===== config.mk =====
export PLATFORM = sky130hd
export DESIGN_NAME = nasc_csr
export DESIGN_NICKNAME = d
export VERILOG_FILES = /design/src/verilog/nasc_pkg.sv /design/src/verilog/nasc_tick_if.sv /design/src/verilog/nasc_csr.sv /design/src/verilog/nasc_tick_div.sv
export SDC_FILE = /design/constraint.sdc
export NUM_CORES = 1
export LEC_CHECK = 0
export ABC_AREA = 0
export BUFFER_PORTS_ARGS = -buffer_cell sky130_fd_sc_hd__buf_4
export CAP_MARGIN = 15
export CORE_MARGIN = 3
export CORE_UTILIZATION = 35
export CTS_CLUSTER_SIZE = 10
export DETAILED_ROUTE_END_ITERATION = 7
export PLACE_DENSITY = 0.56
export SYNTH_ARGS = -nofsm -noshare
export SYNTH_HDL_FRONTEND = slang
export SYNTH_HIERARCHICAL = 1
export SYNTH_SLANG_ARGS = --single-unit

===== constraint.sdc =====
create_clock -name hclk -period 6.4 [get_ports hclk]
set_clock_uncertainty 0.1 [all_clocks]
set_input_delay 0 -clock hclk [delete_from_list [all_inputs] [get_ports hclk]]
set_output_delay 0 -clock hclk [all_outputs]
set_load 0.005 [all_outputs]

===== src/verilog/nasc_pkg.sv =====
// Package: offsets, fields, reset values and timing for the aux status/config CSRs
// Functional notes
// - A read-only word shows the transmit descriptor address now in work.
// - A read-only word shows the receive descriptor address now in work.
// - Successful transmissions are counted and each time the count meets the burst value a transmit-done interrupt pulses, repeating.
// - The twelve-bit time-out value is the allowed deferral plus back-off before the next transmission.
// - With the deferral interrupt enable set, the timer steps down every 2.56 us at 100M or 25.6 us at 10M.
// - If the timer expires before the next transmission starts, the deferral interrupt is raised.
// - The ROM address-16 select only acts in four-LED mode, choosing address bit 16 over the duplex/collision LED.
// - Setting the read strobe starts a ROM read and the device clears it once the byte is in the data field.
// - Setting the write strobe starts a ROM write and the device clears it when the write is done.
// - The ROM port has an eighteen-bit byte address and an eight-bit data field.
// - After reset both station address words load from the serial EEPROM.
// - Station address bytes 0-3 fill the low word from bit 0 up, bytes 4-5 the low half of the high word, the rest reserved.
// - Station address words always read and are written only while receive state is stopped.
package nasc_pkg;
   // ----------------------------------------------------------------
   // Register offsets
   // ----------------------------------------------------------------
   localparam logic [7:0] NASC_OFS_TXDESC = 8'h94;
   localparam logic [7:0] NASC_OFS_RXDESC = 8'h98;
   localparam logic [7:0] NASC_OFS_BURST  = 8'h9c;
   localparam logic [7:0] NASC_OFS_ROM    = 8'ha0;
   localparam logic [7:0] NASC_OFS_STA_LO = 8'ha4;
   localparam logic [7:0] NASC_OFS_STA_HI = 8'ha8;
   localparam logic [7:0] NASC_OFS_IRQEN  = 8'hc0;
   localparam logic [7:0] NASC_OFS_EVENTS = 8'hc4;
   // ----------------------------------------------------------------
   // Fields
   // ----------------------------------------------------------------
   localparam int NASC_BCNT_LSB = 16;
   localparam int NASC_BCNT_MSB = 20;
   localparam int NASC_TTO_MSB  = 11;
   localparam int NASC_ROM_SEL  = 31;
   localparam int NASC_ROM_RD   = 27;
   localparam int NASC_ROM_WR   = 26;
   localparam int NASC_ROM_AMSB = 25;
   localparam int NASC_ROM_ALSB = 8;
   localparam int NASC_ROM_DMSB = 7;
   localparam int NASC_DEFIE    = 28;
   localparam logic [2:0] NASC_RX_STOPPED = 3'h0;
   // ----------------------------------------------------------------
   // Reset values
   // ----------------------------------------------------------------
   localparam logic [31:0] NASC_ROM_RESET   = 32'h8000_0000;
   localparam logic [31:0] NASC_BURST_RESET = 32'h0000_0000;
   localparam logic [31:0] NASC_ZERO        = 32'h0000_0000;
   // ----------------------------------------------------------------
   // Timing
   // ----------------------------------------------------------------
   localparam int NASC_CLK_MHZ      = 50;
   localparam int NASC_TICK100_NS   = 2560;
   localparam int NASC_TICK10_NS    = 25600;
   localparam int NASC_TICK100_CYC  = NASC_TICK100_NS * NASC_CLK_MHZ / 1000;
   localparam int NASC_TICK10_CYC   = NASC_TICK10_NS * NASC_CLK_MHZ / 1000;
   localparam int NASC_ROM_WAIT_CYC = 4;
endpackage


===== src/verilog/nasc_tick_if.sv =====
// Interface: tick divider control and pulse
`timescale 1ns/1ps
interface nasc_tick_if;
   logic run;
   logic fast;
   logic tick;
   modport div  (input run, input fast, output tick);
   modport user (output run, output fast, input tick);
endinterface

===== src/verilog/nasc_csr.sv =====
// Top: aux status/config register bank on AHB-Lite
`timescale 1ns/1ps
module nasc_csr #(
   parameter int TICK10_CYC = nasc_pkg::NASC_TICK10_CYC
) (
   input  wire logic        hclk,
   input  wire logic        hresetn,
   input  wire logic        hsel,
   input  wire logic [31:0] haddr,
   input  wire logic [1:0]  htrans,
   input  wire logic        hwrite,
   input  wire logic [2:0]  hsize,
   input  wire logic [31:0] hwdata,
   input  wire logic        hready,
   output logic      [31:0] hrdata,
   output logic             hreadyout,
   output logic             hresp,
   input  wire logic [31:0] tx_desc_ptr_now,
   input  wire logic [31:0] rx_desc_ptr_now,
   input  wire logic [2:0]  rx_state,
   input  wire logic        tx_ok,
   input  wire logic        tx_start,
   input  wire logic        speed_100,
   input  wire logic        four_led_mode,
   input  wire logic        ee_valid,
   input  wire logic [47:0] ee_station,
   input  wire logic [7:0]  rom_rdata,
   output logic      [17:0] rom_addr,
   output logic      [7:0]  rom_wdata,
   output logic             rom_rd_en,
   output logic             rom_wr_en,
   output logic             rom_address_bit16,
   output logic             led_fd_col,
   output logic             tx_done_irq,
   output logic             tx_defer_irq
);
   import nasc_pkg::*;
   // ----------------------------------------------------------------
   // State
   // ----------------------------------------------------------------
   typedef enum logic [2:0] {
      NASC_ROM_IDLE = 3'b001,
      NASC_ROM_RD_S = 3'b010,
      NASC_ROM_WR_S = 3'b100
   } nasc_rom_t;
   nasc_rom_t   rom_st_q;
   logic [31:0] rom_q;
   logic [31:0] sta_lo_q;
   logic [15:0] sta_hi_q;
   logic [31:0] burst_q;
   logic [31:0] irqen_q;
   logic [4:0]  bcnt_q;
   logic [11:0] tmr_q;
   logic        armed_q;
   logic        ee_done_q;
   logic [2:0]  rwait_q;
   logic        wr_ph_q;
   logic [7:0]  wa_q;
   logic [2:0]  rxs_s1_q, rxs_q;
   logic        txok_s1_q, txok_q, txok_p_q;
   logic        txst_s1_q, txst_q, txst_p_q;
   logic        spd_s1_q, spd_q, led_s1_q, led_q, eev_s1_q, eev_q;
   logic [31:0] wtd_s1_q, wtd_q, wrd_s1_q, wrd_q;
   logic [7:0]  romd_s1_q, romd_q;
   logic [31:0] hrdata_q;
   logic        done_q, defer_q, pin_a16_q, pin_led_q;
   // ----------------------------------------------------------------
   // Input synchronisers
   // ----------------------------------------------------------------
   always_ff @(posedge hclk or negedge hresetn) begin
      if (!hresetn) begin
         {rxs_s1_q, rxs_q, txok_s1_q, txok_q, txok_p_q} <= '0;
         {txst_s1_q, txst_q, txst_p_q, spd_s1_q, spd_q} <= '0;
         {led_s1_q, led_q, eev_s1_q, eev_q}             <= '0;
         {wtd_s1_q, wtd_q, wrd_s1_q, wrd_q}             <= '0;
         {romd_s1_q, romd_q}                            <= '0;
      end else begin
         rxs_s1_q  <= rx_state;
         rxs_q     <= rxs_s1_q;
         txok_s1_q <= tx_ok;
         txok_q    <= txok_s1_q;
         txok_p_q  <= txok_q;
         txst_s1_q <= tx_start;
         txst_q    <= txst_s1_q;
         txst_p_q  <= txst_q;
         spd_s1_q  <= speed_100;
         spd_q     <= spd_s1_q;
         led_s1_q  <= four_led_mode;
         led_q     <= led_s1_q;
         eev_s1_q  <= ee_valid;
         eev_q     <= eev_s1_q;
         wtd_s1_q  <= tx_desc_ptr_now;
         wtd_q     <= wtd_s1_q;
         wrd_s1_q  <= rx_desc_ptr_now;
         wrd_q     <= wrd_s1_q;
         romd_s1_q <= rom_rdata;
         romd_q    <= romd_s1_q;
      end
   end
   wire tx_ok_rise    = txok_q && !txok_p_q;
   wire tx_start_rise = txst_q && !txst_p_q;
   // ----------------------------------------------------------------
   // AHB-Lite decode
   // ----------------------------------------------------------------
   wire       a_valid  = hsel && hready && htrans[1];
   wire       do_write = wr_ph_q;
   wire       rx_stop  = (rxs_q == NASC_RX_STOPPED);
   wire       sta_wok  = rx_stop && ee_done_q;
   wire       w_burst  = do_write && (wa_q == NASC_OFS_BURST);
   wire       w_rom    = do_write && (wa_q == NASC_OFS_ROM) && (rom_st_q == NASC_ROM_IDLE);
   wire       w_sta_lo = do_write && (wa_q == NASC_OFS_STA_LO) && sta_wok;
   wire       w_sta_hi = do_write && (wa_q == NASC_OFS_STA_HI) && sta_wok;
   wire       w_irqen  = do_write && (wa_q == NASC_OFS_IRQEN);
   wire [7:0] ra       = haddr[7:0];
   wire [31:0] rd_mux =
      (ra == NASC_OFS_TXDESC) ? wtd_q :
      (ra == NASC_OFS_RXDESC) ? wrd_q :
      (ra == NASC_OFS_BURST)  ? burst_q :
      (ra == NASC_OFS_ROM)    ? rom_q :
      (ra == NASC_OFS_STA_LO) ? sta_lo_q :
      (ra == NASC_OFS_STA_HI) ? {16'h0000, sta_hi_q} :
      (ra == NASC_OFS_IRQEN)  ? irqen_q :
      (ra == NASC_OFS_EVENTS) ? {30'h0, defer_q, done_q} : NASC_ZERO;
   always_ff @(posedge hclk or negedge hresetn) begin
      if (!hresetn) begin
         wr_ph_q  <= 1'b0;
         wa_q     <= 8'h00;
         hrdata_q <= NASC_ZERO;
      end else begin
         wr_ph_q  <= a_valid && hwrite;
         wa_q     <= haddr[7:0];
         if (a_valid && !hwrite) begin
            hrdata_q <= rd_mux;
         end
      end
   end
   assign hrdata    = hrdata_q;
   assign hreadyout = 1'b1;
   assign hresp     = 1'b0;
   // ----------------------------------------------------------------
   // Station address
   // ----------------------------------------------------------------
   always_ff @(posedge hclk or negedge hresetn) begin
      if (!hresetn) begin
         sta_lo_q  <= NASC_ZERO;
         sta_hi_q  <= 16'h0000;
         ee_done_q <= 1'b0;
      end else if (!ee_done_q) begin
         if (eev_q) begin
            sta_lo_q  <= ee_station[31:0];
            sta_hi_q  <= ee_station[47:32];
            ee_done_q <= 1'b1;
         end
      end else begin
         if (w_sta_lo) begin
            sta_lo_q <= hwdata;
         end
         if (w_sta_hi) begin
            sta_hi_q <= hwdata[15:0];
         end
      end
   end
   // ----------------------------------------------------------------
   // Burst count and time-out
   // ----------------------------------------------------------------
   nasc_tick_if tk ();
   assign tk.run  = irqen_q[NASC_DEFIE] && armed_q;
   assign tk.fast = spd_q;
   nasc_tick_div #(.TICK10_CYC(TICK10_CYC)) u_div (
      .hclk    (hclk),
      .hresetn (hresetn),
      .t       (tk)
   );
   wire [4:0]  bcnt_set = burst_q[NASC_BCNT_MSB:NASC_BCNT_LSB];
   wire [11:0] tto_set  = burst_q[NASC_TTO_MSB:0];
   wire        bhit     = tx_ok_rise && (bcnt_q + 5'h01 == bcnt_set);
   always_ff @(posedge hclk or negedge hresetn) begin
      if (!hresetn) begin
         burst_q <= NASC_BURST_RESET;
         irqen_q <= NASC_ZERO;
         bcnt_q  <= 5'h00;
         tmr_q   <= 12'h000;
         armed_q <= 1'b0;
         done_q  <= 1'b0;
         defer_q <= 1'b0;
      end else begin
         if (w_burst) begin
            burst_q <= {11'h000, hwdata[NASC_BCNT_MSB:NASC_BCNT_LSB], 4'h0,
                        hwdata[NASC_TTO_MSB:0]};
         end
         if (w_irqen) begin
            irqen_q <= hwdata;
         end
         if (tx_ok_rise) begin
            bcnt_q <= bhit ? 5'h00 : bcnt_q + 5'h01;
         end
         done_q <= bhit;
         defer_q <= 1'b0;
         if (tx_start_rise) begin
            tmr_q   <= tto_set;
            armed_q <= 1'b1;
         end else if (tk.tick) begin
            if (tmr_q == 12'h000) begin
               defer_q <= 1'b1;
               armed_q <= 1'b0;
            end else begin
               tmr_q <= tmr_q - 12'h001;
            end
         end
      end
   end
   assign tx_done_irq  = done_q;
   assign tx_defer_irq = defer_q;
   // ----------------------------------------------------------------
   // Boot ROM port
   // ----------------------------------------------------------------
   always_ff @(posedge hclk or negedge hresetn) begin
      if (!hresetn) begin
         rom_q     <= NASC_ROM_RESET;
         rom_st_q  <= NASC_ROM_IDLE;
         rwait_q   <= 3'h0;
         pin_a16_q <= 1'b0;
         pin_led_q <= 1'b0;
      end else begin
         pin_a16_q <= led_q && rom_q[NASC_ROM_SEL] && rom_q[NASC_ROM_ALSB + 16];
         pin_led_q <= !(led_q && rom_q[NASC_ROM_SEL]);
         unique case (rom_st_q)
            NASC_ROM_IDLE: begin
               if (w_rom) begin
                  rom_q <= {hwdata[NASC_ROM_SEL], 3'h0,
                            hwdata[NASC_ROM_RD:NASC_ROM_ALSB],
                            hwdata[NASC_ROM_DMSB:0]};
                  rwait_q <= 3'h0;
                  if (hwdata[NASC_ROM_RD]) begin
                     rom_st_q <= NASC_ROM_RD_S;
                  end else if (hwdata[NASC_ROM_WR]) begin
                     rom_st_q <= NASC_ROM_WR_S;
                  end
               end
            end
            NASC_ROM_RD_S: begin
               rwait_q <= rwait_q + 3'h1;
               if (rwait_q == 3'(NASC_ROM_WAIT_CYC)) begin
                  rom_q[NASC_ROM_DMSB:0] <= romd_q;
                  rom_q[NASC_ROM_RD]     <= 1'b0;
                  rom_q[NASC_ROM_WR]     <= 1'b0;
                  rom_st_q               <= NASC_ROM_IDLE;
               end
            end
            NASC_ROM_WR_S: begin
               rwait_q <= rwait_q + 3'h1;
               if (rwait_q == 3'(NASC_ROM_WAIT_CYC)) begin
                  rom_q[NASC_ROM_WR] <= 1'b0;
                  rom_st_q           <= NASC_ROM_IDLE;
               end
            end
         endcase
      end
   end
   assign rom_addr          = rom_q[NASC_ROM_AMSB:NASC_ROM_ALSB];
   assign rom_wdata         = rom_q[NASC_ROM_DMSB:0];
   assign rom_rd_en         = rom_q[NASC_ROM_RD];
   assign rom_wr_en         = rom_q[NASC_ROM_WR];
   assign rom_address_bit16 = pin_a16_q;
   assign led_fd_col        = pin_led_q;
endmodule


===== src/verilog/nasc_tick_div.sv =====
// Timer tick divider for the transmit time-out
`timescale 1ns/1ps
module nasc_tick_div #(
   parameter int TICK10_CYC = nasc_pkg::NASC_TICK10_CYC
) (
   input  wire logic hclk,
   input  wire logic hresetn,
   nasc_tick_if.div  t
);
   import nasc_pkg::*;
   logic [15:0] cnt_q;
   logic        tick_q;
   wire  [15:0] lim = t.fast ? 16'(NASC_TICK100_CYC - 1) : 16'(TICK10_CYC - 1);
   wire         hit = (cnt_q >= lim);
   assign t.tick = tick_q;
   always_ff @(posedge hclk or negedge hresetn) begin
      if (!hresetn) begin
         cnt_q  <= 16'h0000;
         tick_q <= 1'b0;
      end else begin
         cnt_q  <= (!t.run || hit) ? 16'h0000 : cnt_q + 16'h0001;
         tick_q <= t.run && hit;
      end
   end
endmodule


==> summary.txt <==
Status
  • Status: finished, final reports clean

Worst setup path
  • R2R setup slack: 3.44 ns
  • CP delay by family, top: simple AND/OR/NAND/NOR gates
  • Crit path launch type: primary input
  • Setup CP Type: in2reg
  • Largest stage delay on the critical path: 0.86 ns
  • Worst EP required: 6.72 ns
  • Crit end category: register
  • Buf/Inv on CP: 2
  • Crit-path cells: dlygate4sd3_1 > buf_4 > nor3_4 > nand3_1 > o221ai_1 > a21oi_1
  • Slowest stage cell on the critical path: o221ai_1
  • Crit path DAT: 3.29 ns
  • Crit Path Max Fanout: 40

CTS
  • Htree depth: 2
  • Clock root cell: clkbuf_16
  • Hold-fix buffers, CTS: 253
  • CTS tree: yes
  • Clock transition at the registers of the reported paths: 0.05 ns
  • CTS buffer count: 45
  • Post-CTS resize count: 0
  • Post-CTS setup buffer count: 0
  • Worst-Skew Late Latency: 0.57 ns
  • Clock Path Buffers: 3
  • Clock Sinks: 375

Die
  • Die Span Y: 212 microns
  • Std-Cell Rows: 74
  • Core Region: 0.0415 sq mm
  • Chip width: 212 microns
  • I/O pin count: 268
  • Die ar.: 0.0451 sq mm
  • Initial Utilization: 35.9%

Drt
  • ANT nets after route: 0
  • Via density: 5.02
  • Total number of vias: 11302
  • Wire length per cell: 19.6 microns
  • Starting DRT DRC Count: 675
  • DRC viols: 0
  • Final WL: 44000 microns
  • Total iterations of the first detailed-routing run: 5

Finish
  • Antenna Cells: 0
  • Non-Filler Instances: 2250
  • Layout area overhead: 40.3%
  • Share of cells above drive strength 1: 22.1%
  • Final Util: 50.4%
  • # nets final: 1909
  • Design Area, Final: 0.0209 sq mm

Timing
  • Max_slew headroom: 30.3%
  • Final hold vios: 0
  • Fmax: 337 MHz
  • Slew @ Worst Pin: 1.04 ns
  • Final setup viols: 0
  • Max-slew violation count: 0
  • Setup ws final: 3.43 ns
  • RSZ-0062 raised after global routing: false
  • Tcrit/Tclk final: 46.3%
  • Min cycle time layout: 2.97 ns
  • Setup TNS: 0 ns

Hold path
  • Hold WC Path Type: in2reg

Global routing
  • Pin count of the biggest net entering global routing: 142
  • Final global-route overflow total: 0
  • Initial antenna violation count: 3
  • Number of global-route vias before repair: 11864
  • Global-route wire length before repair: 68500 microns
  • GRT Total Usage: 19.7%

Synthesis
  • Largest cells by area after synthesis: dfrtp_1, mux2_2, mux2i_1
  • Mapped Area: 0.0149 sq mm
  • Library cells used by synthesis: 63
  • Mapped Cells: 1237
  • Yosys reg bits: 375
  • Post-synthesis sequential area ratio: 63.0%
  • Ys flop type: dfrtp_1
  • Number of flops mapped to enable cells by yosys: 0
  • Mean Syn Cell Area: 12.0 sq um
  • Yosys warns: 6
  • Dominant cell type by area after synthesis: dfrtp_1
  • Ys async rst share: 100%
  • Post-synth top area share: 62.6%

Pwr
  • Leakage: 0.00987 uW
  • Pwr Density: 267 mW/mm^2
  • Max VDD drop: 182 uV

Place
  • Placed Cells incl. Taps: 1931
  • Buffers on Ports: 237
  • Placer Congestion: 0.814
  • Worst slack at placement: 3.35 ns
  • Cell Area, Placed: 0.0171 sq mm
  • DPL Wire Length: 27900 microns

Flow run
  • Max cap viols: 0
==> per-stage QoR <==
step / power (uW) / hold WS (ns)
after floorplan: 2910 / -0.396
after global placement: 3180 / -0.0201
after detailed placement: 3190 / -0.0192
after CTS: 5660 / 0.0165
after global routing: 5850 / 0.0339
final: 5590 / 0.0604
==> cells in the mapped netlist, types with 4 or more instances <==
library cell,n
a21o_1,10
nand4_1,4
or4_1,4
and2_1,18
ha_1,8
inv_1,30
mux2_2,49
nand2_1,120
nor4_1,12
o22ai_1,18
o31ai_1,4
a21oi_1,75
mux2i_1,52
or3_1,8
nor2b_1,7
nand3_1,15
buf_2,13
nor2_1,54
xnor2_1,9
nand4bb_1,5
xor2_1,9
buf_1,5
dfrtp_1,373
a31oi_1,8
o221ai_1,21
nand2b_1,9
a22o_1,23
a221oi_1,17
mux2_1,20
clkbuf_1,42
o21ai_0,83
buf_4,29
nor3_1,32
==> registers in the layout, summed over array words and instances (netlist names), 12 cells and up <==
register / count
hrdata: 32
irqen_q: 32
sta_lo_q: 32
wrd_q: 32
wrd_s1_q: 32
wtd_q: 32
wtd_s1_q: 32
rom_q: 29
burst_q: 17
sta_hi_q: 16
u_div/cnt_q: 16
tmr_q: 12
==> worst paths after layout <==
kind | startpoint | endpoint | cells after the start
max reg2reg | wa_q[1] | rom_q[7] | 6
min in group asynchronous | hresetn | romd_q[1] | 3
max in group asynchronous | hresetn | rom_q[13] | 4
min reg2reg | wtd_s1_q[21] | wtd_q[21] | 0
max | haddr[3] | hrdata[10] | 6
min | haddr[5] | wa_q[5] | 2
==> cell usage in the layout, fill, tap and decap left out, drive strengths merged, types with 4 or more instances in the layout <==
| master | count |
|---|---|
| a211oi | 6 |
| a21o | 10 |
| a21oi | 75 |
| a221oi | 17 |
| a22o | 23 |
| a31oi | 8 |
| and2 | 18 |
| buf | 251 |
| clkbuf | 61 |
| conb | 6 |
| dfrtp | 373 |
| dlygate4sd3 | 252 |
| ha | 8 |
| inv | 30 |
| mux2 | 69 |
| mux2i | 52 |
| nand2 | 120 |
| nand2b | 9 |
| nand3 | 16 |
| nand4 | 5 |
| nand4bb | 5 |
| nor2 | 55 |
| nor2b | 7 |
| nor3 | 35 |
| nor4 | 12 |
| o21ai | 84 |
| o221ai | 21 |
| o22ai | 18 |
| o31ai | 4 |
| or3 | 10 |
| or4 | 4 |
| xnor2 | 9 |
| xor2 | 9 |
==> power by group <==
part           total (uW)  switching (uW)  internal [uW]
logic                 637             296            341
registers            2640             100           2540
clock network        2310             957           1360
==> kinds of logic after synthesis <==
logic type	after synthesis	synth area share [%]
flip-flops	375	63.0
adder cells (fa/ha/maj)	8	0.672
AO/OA/AOI/OAI	276	11.7
AND/OR/NAND/NOR	315	10.8
other	3	0.0755
XOR/XNOR	18	1.06
multiplexers	121	8.70
buffers and inverters	121	3.99
==> worst register-to-register path: stages (launching register included) <==
cell	delay, ns
dfrtp_1	0.37
or4b_4	0.57
or3_4	0.38
nor2_4	0.37
buf_4	0.43
nor2_1	0.31
a21o_1	0.30
==> area by class of cell <==
class	instances	area, sq um
Inverter	30	113
Multi-Input combinational cell	744	4980
Clock buffer	61	1220
Clock inverter	5	88.8
Timing Repair Buffer	503	4460
Tap cell	532	666
Fill cell	3600	20600
Sequential cell	375	9390
==> per-layer routing <==
metal / track usage [%] / vias to the layer above / part of all wire (%)
met5: 0 / - / 0.036
met1: 27.6 / 5652 / 46
met4: 5.37 / 4 / 2.5
met3: 3.85 / 80 / 5.2
met2: 31.6 / 299 / 46
li1: - / 5267 / -
(Power assumes the default switching activity.)
